## src/hw/srlc_pkg.sv

```systemverilog
// srlc_pkg: constants and types for the set/reset latch control block
// assumes one 10 MHz system clock and a byte-wide software register port
package srlc_pkg;
	localparam int SRLC_ADDR_W = 4;
	localparam int SRLC_DATA_W = 8;
	// register offset (index) of the single control register
	localparam logic [SRLC_ADDR_W-1:0] SRLC_CTRL_OFS = 4'h0;
	// status register: latch state and outputs
	localparam logic [SRLC_ADDR_W-1:0] SRLC_STAT_OFS = 4'h1;
	localparam logic [SRLC_DATA_W-1:0] SRLC_CTRL_RST = 8'h00;
	// field positions
	localparam int SRLC_EN_BIT = 7;
	localparam int SRLC_DIV_HI = 6;
	localparam int SRLC_DIV_LO = 4;
	localparam int SRLC_QEN_BIT = 3;
	localparam int SRLC_NQEN_BIT = 2;
	localparam int SRLC_PS_BIT = 1;
	localparam int SRLC_PR_BIT = 0;
	// divider: code 0 divides by 4, each code doubles
	localparam int SRLC_DIV_W = 9;
	localparam int SRLC_DIV_BASE_LOG2 = 2;
	// pulse length of a software set/reset, in system cycles
	localparam int SRLC_PULSE_CYC = 1;

	typedef struct packed {
		logic latch_enable;
		logic [2:0] latch_clock_divider_select;
		logic true_output_enable;
		logic inverted_output_enable;
		logic pulse_set_request;
		logic pulse_reset_request;
	} srlc_ctrl_t;

	typedef struct packed {
		logic [SRLC_ADDR_W-1:0] addr;
		logic [SRLC_DATA_W-1:0] wdata;
		logic wr;
		logic rd;
	} srlc_bus_t;

	typedef struct packed {
		logic latch_true_pin;
		logic latch_inverted_pin;
		logic latch_true_pin_oe_n;
		logic latch_inverted_pin_oe_n;
	} srlc_pins_t;
endpackage

```

## src/hw/srlc_divider.sv

```systemverilog
// srlc_divider: latch clock pulse generator
// assumes the select is stable or that a change may shorten one period
`timescale 1ns/1ps
`default_nettype none
module srlc_divider (
	// clock and reset
	input wire logic clk_sys,
	input wire logic rst_n,
	// control
	input wire logic run,
	input wire logic [2:0] sel,
	// one-cycle pulse
	output logic tick
);
	import srlc_pkg::*;

	logic [SRLC_DIV_W-1:0] cnt_r;
	logic [SRLC_DIV_W-1:0] mask;

	// mask of low counter bits for the chosen power of two
	function automatic logic [SRLC_DIV_W-1:0] div_mask(input logic [2:0] s);
		logic [SRLC_DIV_W:0] one;
		one = '0;
		one[SRLC_DIV_BASE_LOG2 + int'(s)] = 1'b1;
		return SRLC_DIV_W'(one - 1'b1);
	endfunction

	assign mask = div_mask(sel);

	// free counter; stopped while disabled so phase restarts cleanly
	always_ff @(posedge clk_sys or negedge rst_n) begin
		if (!rst_n) begin
			cnt_r <= '0;
		end else if (!run) begin
			cnt_r <= '0;
		end else begin
			cnt_r <= cnt_r + 1'b1;
		end
	end

	always_ff @(posedge clk_sys or negedge rst_n) begin
		if (!rst_n) begin
			tick <= 1'b0;
		end else begin
			tick <= run && ((cnt_r & mask) == mask);
		end
	end
endmodule
`default_nettype wire

```

## src/hw/srlc_latch.sv

```systemverilog
// srlc_latch: the set/reset latch core, reset dominant
// assumes set and reset inputs are synchronous to clk_sys
`timescale 1ns/1ps
`default_nettype none
module srlc_latch (
	// clock and reset
	input wire logic clk_sys,
	input wire logic rst_n,
	// latch inputs
	input wire logic enable,
	input wire logic set_in,
	input wire logic reset_in,
	// state
	output logic q
);
	// reset wins when both are active, a safe default
	always_ff @(posedge clk_sys or negedge rst_n) begin
		if (!rst_n) begin
			q <= 1'b0;
		end else if (!enable) begin
			q <= 1'b0;
		end else if (reset_in) begin
			q <= 1'b0;
		end else if (set_in) begin
			q <= 1'b1;
		end
	end
endmodule
`default_nettype wire

```

## src/hw/srlc_top.sv

```systemverilog
// srlc_top: control register and pin logic for the set/reset latch
// assumes a byte register port on clk_sys; external set/reset come in
// on ext_set/ext_reset from other logic on the same clock
`timescale 1ns/1ps
`default_nettype none
// Overview of operation
// - The latch runs only when the enable bit is 1; at 0 no output reaches a pin.
// - A 3-bit select picks the latch clock pulse period as a power of two cycles.
// - Code 000 divides by 4 and each higher code doubles, up to 512 at 111.
// - Each latch clock pulse is exactly one system cycle wide.
// - With the latch enabled and true enable 1 the true output drives its pin.
// - With the latch enabled and inverted enable 1 the inverted output drives its pin.
// - Writing 1 to pulse-set pulses the set input for one system cycle; 0 does nothing.
// - Writing 1 to pulse-reset pulses the reset input for one system cycle; 0 does nothing.
module srlc_top (
	// clock and reset
	input wire logic clk_sys,
	input wire logic rst_n,
	// register port
	input wire logic [srlc_pkg::SRLC_ADDR_W-1:0] reg_addr,
	input wire logic [srlc_pkg::SRLC_DATA_W-1:0] reg_wdata,
	input wire logic reg_wr,
	input wire logic reg_rd,
	output logic [srlc_pkg::SRLC_DATA_W-1:0] reg_rdata,
	// other latch sources, already gated by their own selects
	input wire logic ext_set,
	input wire logic ext_reset,
	// latch clock pulse for the set/reset source selects
	output logic latch_clock_tick,
	// pins
	output srlc_pkg::srlc_pins_t pins
);
	import srlc_pkg::*;

	srlc_ctrl_t ctrl_r;
	logic [SRLC_DATA_W-1:0] rdata_nxt;
	logic set_pulse_r;
	logic reset_pulse_r;
	logic q;
	logic tick;
	logic wr_ctrl;

	assign wr_ctrl = reg_wr && (reg_addr == SRLC_CTRL_OFS);

	// control bits in one process, so the struct has a single driver
	always_ff @(posedge clk_sys or negedge rst_n) begin
		if (!rst_n) begin
			ctrl_r.latch_enable <= SRLC_CTRL_RST[SRLC_EN_BIT];
			ctrl_r.latch_clock_divider_select <=
				SRLC_CTRL_RST[SRLC_DIV_HI:SRLC_DIV_LO];
			ctrl_r.true_output_enable <= SRLC_CTRL_RST[SRLC_QEN_BIT];
			ctrl_r.inverted_output_enable <= SRLC_CTRL_RST[SRLC_NQEN_BIT];
			ctrl_r.pulse_set_request <= SRLC_CTRL_RST[SRLC_PS_BIT];
			ctrl_r.pulse_reset_request <= SRLC_CTRL_RST[SRLC_PR_BIT];
		end else begin
			if (wr_ctrl) begin
				ctrl_r.latch_enable <= reg_wdata[SRLC_EN_BIT];
				ctrl_r.latch_clock_divider_select <=
					reg_wdata[SRLC_DIV_HI:SRLC_DIV_LO];
				ctrl_r.true_output_enable <= reg_wdata[SRLC_QEN_BIT];
				ctrl_r.inverted_output_enable <= reg_wdata[SRLC_NQEN_BIT];
			end
			// set-only, cleared once the pulse went out
			// a new write of 1 wins over the hardware clear
			ctrl_r.pulse_set_request <= wr_ctrl && reg_wdata[SRLC_PS_BIT];
			ctrl_r.pulse_reset_request <= wr_ctrl && reg_wdata[SRLC_PR_BIT];
		end
	end

	// one-period pulses; writing 0 has no effect
	always_ff @(posedge clk_sys or negedge rst_n) begin
		if (!rst_n) begin
			set_pulse_r <= 1'b0;
			reset_pulse_r <= 1'b0;
		end else begin
			set_pulse_r <= wr_ctrl && reg_wdata[SRLC_PS_BIT];
			reset_pulse_r <= wr_ctrl && reg_wdata[SRLC_PR_BIT];
		end
	end

	srlc_divider u_div (
		.clk_sys(clk_sys),
		.rst_n(rst_n),
		.run(ctrl_r.latch_enable),
		.sel(ctrl_r.latch_clock_divider_select),
		.tick(tick)
	);

	assign latch_clock_tick = tick;

	srlc_latch u_latch (
		.clk_sys(clk_sys),
		.rst_n(rst_n),
		.enable(ctrl_r.latch_enable),
		.set_in(set_pulse_r | ext_set),
		.reset_in(reset_pulse_r | ext_reset),
		.q(q)
	);

	// pin drive, enables low while driving
	always_ff @(posedge clk_sys or negedge rst_n) begin
		if (!rst_n) begin
			pins <= '{1'b0, 1'b1, 1'b1, 1'b1};
		end else begin
			pins.latch_true_pin <= q;
			pins.latch_inverted_pin <= ~q;
			pins.latch_true_pin_oe_n <=
				!(ctrl_r.latch_enable && ctrl_r.true_output_enable);
			pins.latch_inverted_pin_oe_n <=
				!(ctrl_r.latch_enable && ctrl_r.inverted_output_enable);
		end
	end

	// read mux; unmapped offsets read zero
	always_comb begin
		rdata_nxt = '0;
		case (reg_addr)
			SRLC_CTRL_OFS: rdata_nxt = ctrl_r;
			SRLC_STAT_OFS: rdata_nxt = {5'h00, tick, ~q, q};
			default: rdata_nxt = '0;
		endcase
	end

	// read data valid the cycle after the strobe only
	always_ff @(posedge clk_sys or negedge rst_n) begin
		if (!rst_n) begin
			reg_rdata <= '0;
		end else if (reg_rd) begin
			reg_rdata <= rdata_nxt;
		end else begin
			reg_rdata <= '0;
		end
	end
endmodule
`default_nettype wire

```

## config.mk

```make
export PLATFORM = sky130hd
export DESIGN_NAME = srlc_top
export DESIGN_NICKNAME = d
export VERILOG_FILES = /design/src/hw/srlc_pkg.sv /design/src/hw/srlc_divider.sv /design/src/hw/srlc_latch.sv /design/src/hw/srlc_top.sv
export SDC_FILE = /design/constraint.sdc
export NUM_CORES = 1
export LEC_CHECK = 0
export BUFFER_PORTS_ARGS = -buffer_cell sky130_fd_sc_hd__buf_2
export CAP_MARGIN = 20
export CORE_ASPECT_RATIO = 1.4
export CORE_MARGIN = 1.5
export CORE_UTILIZATION = 50
export CTS_CLUSTER_DIAMETER = 100
export DETAILED_ROUTE_END_ITERATION = 8
export PLACE_DENSITY = 0.84
export SLEW_MARGIN = 15
export SYNTH_ARGS = -nofsm -noshare
export SYNTH_HDL_FRONTEND = slang
export SYNTH_SLANG_ARGS = --single-unit
```

## constraint.sdc

```tcl
create_clock -name clk_sys -period 4 [get_ports clk_sys]
set_clock_uncertainty 0.05 [all_clocks]
set_input_delay 0.8 -clock clk_sys [delete_from_list [all_inputs] [get_ports clk_sys]]
set_output_delay 0.8 -clock clk_sys [all_outputs]
set_load 0.03 [all_outputs]
```

==> results of run 1 <==
[logic make-up after synthesis]
family,Yosys count,synth area share
simple gates,45,0.184
xor+xnor,5,0.0304
flops,31,0.542
compound gates,16,0.0826
mux,6,0.0470
fa+ha+maj,8,0.0696
buf+inv,12,0.0443
[layout make-up]
type | count | area [um2] | area share
Clock buffer | 6 | 51.3 | 0.0304
Multi-Input combinational cell | 80 | 596 | 0.353
Sequential cell | 31 | 779 | 0.462
Clock inverter | 2 | 35.0 | 0.0208
Timing Repair Buffer | 30 | 150 | 0.0890
Inverter | 8 | 30.0 | 0.0178
Tap cell | 36 | 45.0 | 0.0267
[per-layer routing]
layer	GRT usage	share of wire	vias to the layer above
met5	0	0	-
met4	0.0750	0.012	0
met3	0.0471	0.053	4
met2	0.332	0.55	32
met1	0.194	0.38	490
li1	-	-	491
[power groups by stage]
stage / logic (W) / registers (W) / clock network [W]
finish: 0.000157 / 0.000383 / 0.000252
detailed placement: 0.000157 / 0.000390 / 0
global route: 0.000175 / 0.000390 / 0.000271
floorplan: 0.000125 / 0.000383 / 0
CTS: 0.000157 / 0.000383 / 0.000254
global placement: 0.000146 / 0.000387 / 0
[registers in the layout, summed over array words and instances, names as in the netlist]
register and cells:
u_div.tick 1, reset_pulse_r 1, ctrl_r 6, set_pulse_r 1
pins 4, u_latch.q 1, u_div.cnt_r 9, reg_rdata 8
[cells in the mapped netlist, types with 3 or more instances]
| master | number |
|---|---|
| nand2_1 | 6 |
| nor4_1 | 3 |
| a22o_1 | 3 |
| xnor2_1 | 3 |
| inv_1 | 8 |
| a21boi_0 | 3 |
| dfrtp_1 | 28 |
| dfstp_2 | 3 |
| nor2_1 | 6 |
| or3_1 | 3 |
| nand3_1 | 5 |
| mux2_2 | 6 |
| and2_1 | 8 |
| ha_1 | 8 |
| o21ai_0 | 3 |
[final timing paths]
path | end | cells past startpoint
min reg2reg | pins[1] | 1
min in group asynchronous | ctrl_r[2] | 1
max in group asynchronous | u_div.cnt_r[7] | 1
max | u_div.tick | 6
min | pins[1] | 1
max reg2reg | u_div.tick | 6
[worst max-delay path: cells and delay by family, from the launching register on]
kind	cells	cell delay, ns
AOI/OAI and AO/OA	1	0.38
xor gates and xnor gates	1	0.16
adders and majority gates	1	0.40
buffers and inverters	1	0.14
DFF	1	0.58
and+or+nand+nor	2	0.24
[metrics by stage]
| stage | power [W] | instance area (um2) | utilization |
|---|---|---|---|
| after detailed placement | 0.000546 | 1600 | 0.599 |
| after global routing | 0.000836 | 1690 | 0.632 |
| final | 0.000791 | 1690 | 0.632 |
| after global placement | 0.000533 | 1600 | 0.599 |
| after floorplan | 0.000508 | 1440 | - |
| after CTS | 0.000795 | 1690 | 0.632 |
==> summary.txt, run 1 <==
Die
  • Width of the chip: 48.3 um
  • Total number of placement rows: 22
  • Number of primary I/O pins: 31
  • DIE HEIGHT: 66.5 um
  • Initial core utilization: 0.539
  • Die area: 3210 um2
  • Std-Cell Core Area: 2670 um2

Pwr
  • Clock power share: 0.318
  • Internal power: 0.000565 W
  • Fraction of power consumed by combinational cells: 0.198
  • Leak: 0.829 nW
  • Cell area power density: 469 nW/um2
  • Sw frac: 0.286
  • IR drop worst, VDD: 0.000342 V
  • Fraction of power consumed by sequential logic: 0.484
  • Switching power summed over all nets: 0.000226 W

Placed design
  • RePlAce Congestion: 0.791
  • Instance count after placement with tap cells included: 185
  • Post-detailed-placement half-perimeter wirelength: 1910 um
  • Placement-stage worst setup slack: 1.98 ns
  • Port Buffer Count: 30

Synth
  • Yosys top cell by area: dfrtp_1
  • Ys async rst share: 1.00
  • Syn Nets: 149
  • Cells after Synth: 123
  • Syn_area_per_cell: 11.7 um2
  • EDFF count, synth: 0
  • Number of synthesis warnings: 0
  • Sequential share of the synthesized area: 0.542
  • Synth top area cells: dfrtp_1, ha_1, dfstp_2
  • Netlist area before placement: 1440 um2
  • Synth cell types: 35
  • Flip-flop cell with the highest count after synthesis: dfrtp_1
  • Area share of the leading cell type in the synthesized netlist: 0.487
  • Total of flip-flops plus latches after synthesis: 31

Detailed routing
  • Post-route DRC violation count: 0
  • Number of vias per cell: 5.27
  • Antenna viol nets, final: 0
  • Overall via count from detail_route: 1017
  • Detailed Route Iter0 Violations: 17
  • Count of TritonRoute iterations in the first routing pass: 4
  • Routed WL: 2570 um
  • WL per Instance: 13.3 um

Critical path
  • Cell breakdown of the critical path: inv_1 > ha_1 > nand3b_1 > xor2_1 > a221o_1 > nor3_2
  • Max stage delay on crit path: 0.58 ns
  • Reg2reg start: ctrl_r[5]
  • Required time of the worst setup path: 4.20 ns
  • Type of the setup path with the least slack: reg2reg
  • Critical path's slowest cell: dfrtp_1
  • Maximum fanout count along the critical path: 13
  • Endpoint kind of the worst setup timing path: register
  • Worst Setup Start Kind: register
  • Worst R2R Setup Slack: 1.97 ns
  • Arrival time at the worst endpoint: 2.23 ns
  • Worst setup path startpoint: ctrl_r[5]

Clock tree
  • Clock tree from TritonCTS: yes
  • Max Root-Sink Buffers: 2
  • Clock net sink count: 31
  • TritonCTS buffer count: 5
  • Clock network latency to the later pin of the worst-skew pair: 0.32 ns
  • Post-CTS sizing: 0
  • Root buffer selected by CTS: clkbuf_4
  • Count of hold-fix buffers inserted at cts: 0
  • H-tree depth: 2
  • Buffers inserted during post-CTS setup optimization: 0
  • Clock transition at the registers of the reported paths: 0.09 ns

Outcome
  • Status: completed

GRT
  • Wire length of the first global-routing pass: 4400 um
  • Via count of the first global-routing pass: 1017
  • Total global routing overflow: 0
  • Number of antenna violations at the first check in global routing: 0
  • Tot GR Track Use: 0.179
  • Maximum number of pins on one net before global-route repair: 32

Final layout
  • Share of post-route cells with drive strength above 1: 0.325
  • Final Instance Count excl. Fillers: 193
  • P&R area growth vs syn: 17.2%
  • Layout fillers: 213
  • Most common library cell in the layout ignoring fill and taps: buf_2
  • Number of nets in the layout: 182
  • Antenna cell count: 0
  • Most frequent cells in the layout: buf_2, dfrtp_1, and2_1, inv_1, ha_1

Hold path
  • Min-Delay Startpoint: ctrl_r[3]
  • Tightest Hold Check Type: reg2reg

STA
  • RSZ-0062 raised after global routing: no
  • Minimum clock period after layout: 2.03 ns
  • Final worst-path cycle share: 0.507
  • Final setup violation count: 0
  • Max-slew headroom: 0.561
  • Number of endpoints with negative hold slack in the final report: 0
  • Max Clk Rate: 0.493 GHz
  • Slack of the critical path: 1.97 ns
  • Final sum of negative setup slack: 0 ns
  • Worst hold margin: 0.375 ns
  • Transition time at the pin with the least slew margin: 0.658 ns
  • Max-slew violation count: 0

Flow run
  • Number of max-capacitance violations reported: 0
No activity file was read; power rests on OpenSTA's default activity.
==> run 2: changes to the inputs <==
- ABC_AREA: unset -> 1
- clock period: 4 -> 2 ns (I/O delays scaled with it)
==> run 2 against run 1 <==
Compared with the run above:
- via count increased by 14%
- non-clock buffer count unchanged
- utilization about the same
- clock power increased by 100%
- sequential power increased by 100%
- cell count increased by 21%
- setup slack got worse by 1.7 ns
- synthesized cell count increased by 33%
- first-iteration DRC count increased by 29%
- clock-buffer cell count unchanged
- largest power group unchanged
==> summary.txt, run 2 <==
Outcome
  • Status: completed

Die
  • Initial core utilization: 0.536
  • Number of primary I/O pins: 31
  • Std-Cell Core Area: 2700 um2
  • Width of the chip: 48.4 um
  • Die area: 3230 um2
  • Total number of placement rows: 22
  • DIE HEIGHT: 66.6 um

Flow run
  • Number of max-capacitance violations reported: 0

Critical path
  • Most frequent cell on the critical path: nor2_1
  • Worst R2R Setup Slack: 0.27 ns
  • Type of the setup path with the least slack: reg2reg
  • Required time of the worst setup path: 2.23 ns
  • Endpoint kind of the worst setup timing path: register
  • R2r endpoint: u_div.tick
  • Path depth of the worst reg2reg path: 7
  • Arrival time at the worst endpoint: 1.96 ns
  • Critical path's slowest cell: dfrtp_1
  • Maximum fanout count along the critical path: 9
  • Cell breakdown of the critical path: inv_2 > ha_1 > nor3b_1 > nand3_1 > nand2_1 > nor2_1 > nor2_1
  • Reg2reg start: ctrl_r[5]
  • Worst Setup Start Kind: register
  • Max stage delay on crit path: 0.52 ns

Final layout
  • Most common library cell in the layout ignoring fill and taps: buf_2
  • Final Instance Count excl. Fillers: 234
  • Number of nets in the layout: 223
  • Share of post-route cells with drive strength above 1: 0.232
  • Final core utilization: 0.632
  • P&R area growth vs syn: 17.9%
  • Flip-flop count of the largest register, all copies and words added: 9
  • Most frequent cells in the layout: buf_2, nand2_1, dfrtp_1
  • Register name with the most flops: u_div.cnt_r
  • Biggest regs: u_div.cnt_r: 9 flops, reg_rdata: 8 flops, ctrl_r: 6 flops
  • Antenna cell count: 0

Clock tree
  • H-tree depth: 2
  • Buffers inserted during post-CTS setup optimization: 0
  • Clock network latency to the later pin of the worst-skew pair: 0.34 ns
  • Post-CTS sizing: 0
  • Root buffer selected by CTS: clkbuf_4
  • Clock tree from TritonCTS: yes
  • Clock transition at the registers of the reported paths: 0.10 ns
  • Max Root-Sink Buffers: 2
  • TritonCTS buffer count: 5
  • Clock net sink count: 31
  • Count of hold-fix buffers inserted at cts: 0

STA
  • RSZ-0062 raised after global routing: no
  • Final setup violation count: 0
  • Final worst-path cycle share: 0.867
  • Final sum of negative setup slack: 0 ns
  • Max-slew violation count: 0
  • Slack of the critical path: 0.266 ns
  • Number of endpoints with negative hold slack in the final report: 0
  • Max-slew headroom: 0.556
  • Transition time at the pin with the least slew margin: 0.667 ns
  • Minimum clock period after layout: 1.73 ns
  • Max Clk Rate: 0.577 GHz

Detailed routing
  • Number of vias per cell: 4.95
  • WL per Instance: 11.6 um
  • Routed WL: 2720 um
  • Antenna viol nets, final: 0
  • Overall via count from detail_route: 1158
  • Detailed Route Iter0 Violations: 22
  • Post-route DRC violation count: 0
  • Count of TritonRoute iterations in the first routing pass: 4

Synth
  • Library cell with the highest instance count after synthesis: nand2_1
  • Sequential share of the synthesized area: 0.539
  • Synth top cells by count: nand2_1, dfrtp_1, nor2_1, inv_1, o21ai_0
  • Syn Nets: 189
  • Area share of the leading cell type in the synthesized netlist: 0.485
  • Ys async rst share: 1.00
  • Total of flip-flops plus latches after synthesis: 31
  • Number of synthesis warnings: 0
  • EDFF count, synth: 0
  • Netlist area before placement: 1450 um2
  • Syn_area_per_cell: 8.87 um2
  • Synth top area cells: dfrtp_1, nand2_1, ha_1
  • Cells after Synth: 163
  • Yosys top cell by area: dfrtp_1
  • Flip-flop cell with the highest count after synthesis: dfrtp_1
  • Synth cell types: 24

GRT
  • Total global routing overflow: 0
  • Tot GR Track Use: 0.196
  • Wire length of the first global-routing pass: 4650 um
  • Number of antenna violations at the first check in global routing: 0
  • Via count of the first global-routing pass: 1053
  • Maximum number of pins on one net before global-route repair: 32

Hold path
  • Tightest Hold Check Type: in2async

Placed design
  • Post-detailed-placement half-perimeter wirelength: 2050 um
  • Instance count after placement with tap cells included: 226
  • RePlAce Congestion: 0.875
  • Placement-stage worst setup slack: 0.328 ns
  • Port Buffer Count: 30

Pwr
  • Cell area power density: 947 nW/um2
  • IR drop worst, VDD: 0.000714 V
  • Total chip power: 0.00161 W
  • Leak: 0.896 nW
[run 2: changes by cell type in the layout (fill, tap and decap cells not counted), moves of 3 or more]
cell / previous run / this run
a21oi_1: 2 / 5
a22o_1: 3 / 0
and2_1: 8 / 0
inv_1: 8 / 20
mux2_2: 6 / 0
nand2_1: 6 / 29
nand3_1: 5 / 9
nor2_1: 6 / 25
nor3_1: 2 / 5
o21ai_0: 3 / 12
or3_1: 3 / 0
xnor2_1: 3 / 0
[run 2: final cells by class]
class,count,area (um2)
clock buffers,6,51.3
clock inverters,2,35.0
fillers,248,993
inverters,21,78.8
multi-input cells,108,564
flip-flops and latches,31,779
well taps,36,45.0
repair buffers,30,150
[run 2: worst max path at each step]
stage,start,to,slack (ns),cells after the start
6_report,ctrl_r[5],u_div.tick,0.27,7
5_1_grt,ctrl_r[5],u_div.tick,0.12,7
4_1_cts,ctrl_r[5],u_div.tick,0.29,7
3_5_place_dp,ctrl_r[5],u_div.tick,0.33,7
3_3_place_gp,ctrl_r[5],u_div.tick,0.36,7
2_1_floorplan,ctrl_r[5],u_div.tick,0.47,7
[run 2: report_power, final]
group / switching [W] / internal [W]
clock network: 0.000221 / 0.000295
logic: 0.000210 / 0.000120
registers: 0.0000696 / 0.000698
total: 0.000500 / 0.00111
[run 2: metrics by stage]
step                      instance area, um2  hold slack (ns)
after global routing                    1700           0.0666
after floorplan                         1450           0.0544
after CTS                               1700           0.0385
after detailed placement                1620            0.355
after global placement                  1620            0.334
final                                   1700           0.0288
[run 2: routing by layer]
metal | up-vias | wire length, um | global-route usage
met3 | 8 | 82 | 0.0538
met4 | 0 | 90 | 0.129
met5 | - | 0 | 0
met2 | 19 | 1360 | 0.319
met1 | 547 | 1190 | 0.228
li1 | 584 | - | -
[run 2: cell families (layout without fill, tap and decap cells)]
kind of cell,after synthesis,count (layout),share of synthesized area
adder cells (fa/ha/maj),8,8,0.0693
flip-flops,31,31,0.539
AND/OR/NAND/NOR,77,77,0.234
buffers and inverters,24,59,0.0701
AO/OA/AOI/OAI,23,23,0.0875
[run 2: worst max-delay path: cells and delay by family (launching register included)]
family                     cells  cell delay [ns]
DFF                            1             0.52
and+or+nand+nor                5             0.57
buffers and inverters          1             0.14
adders and majority gates      1             0.39
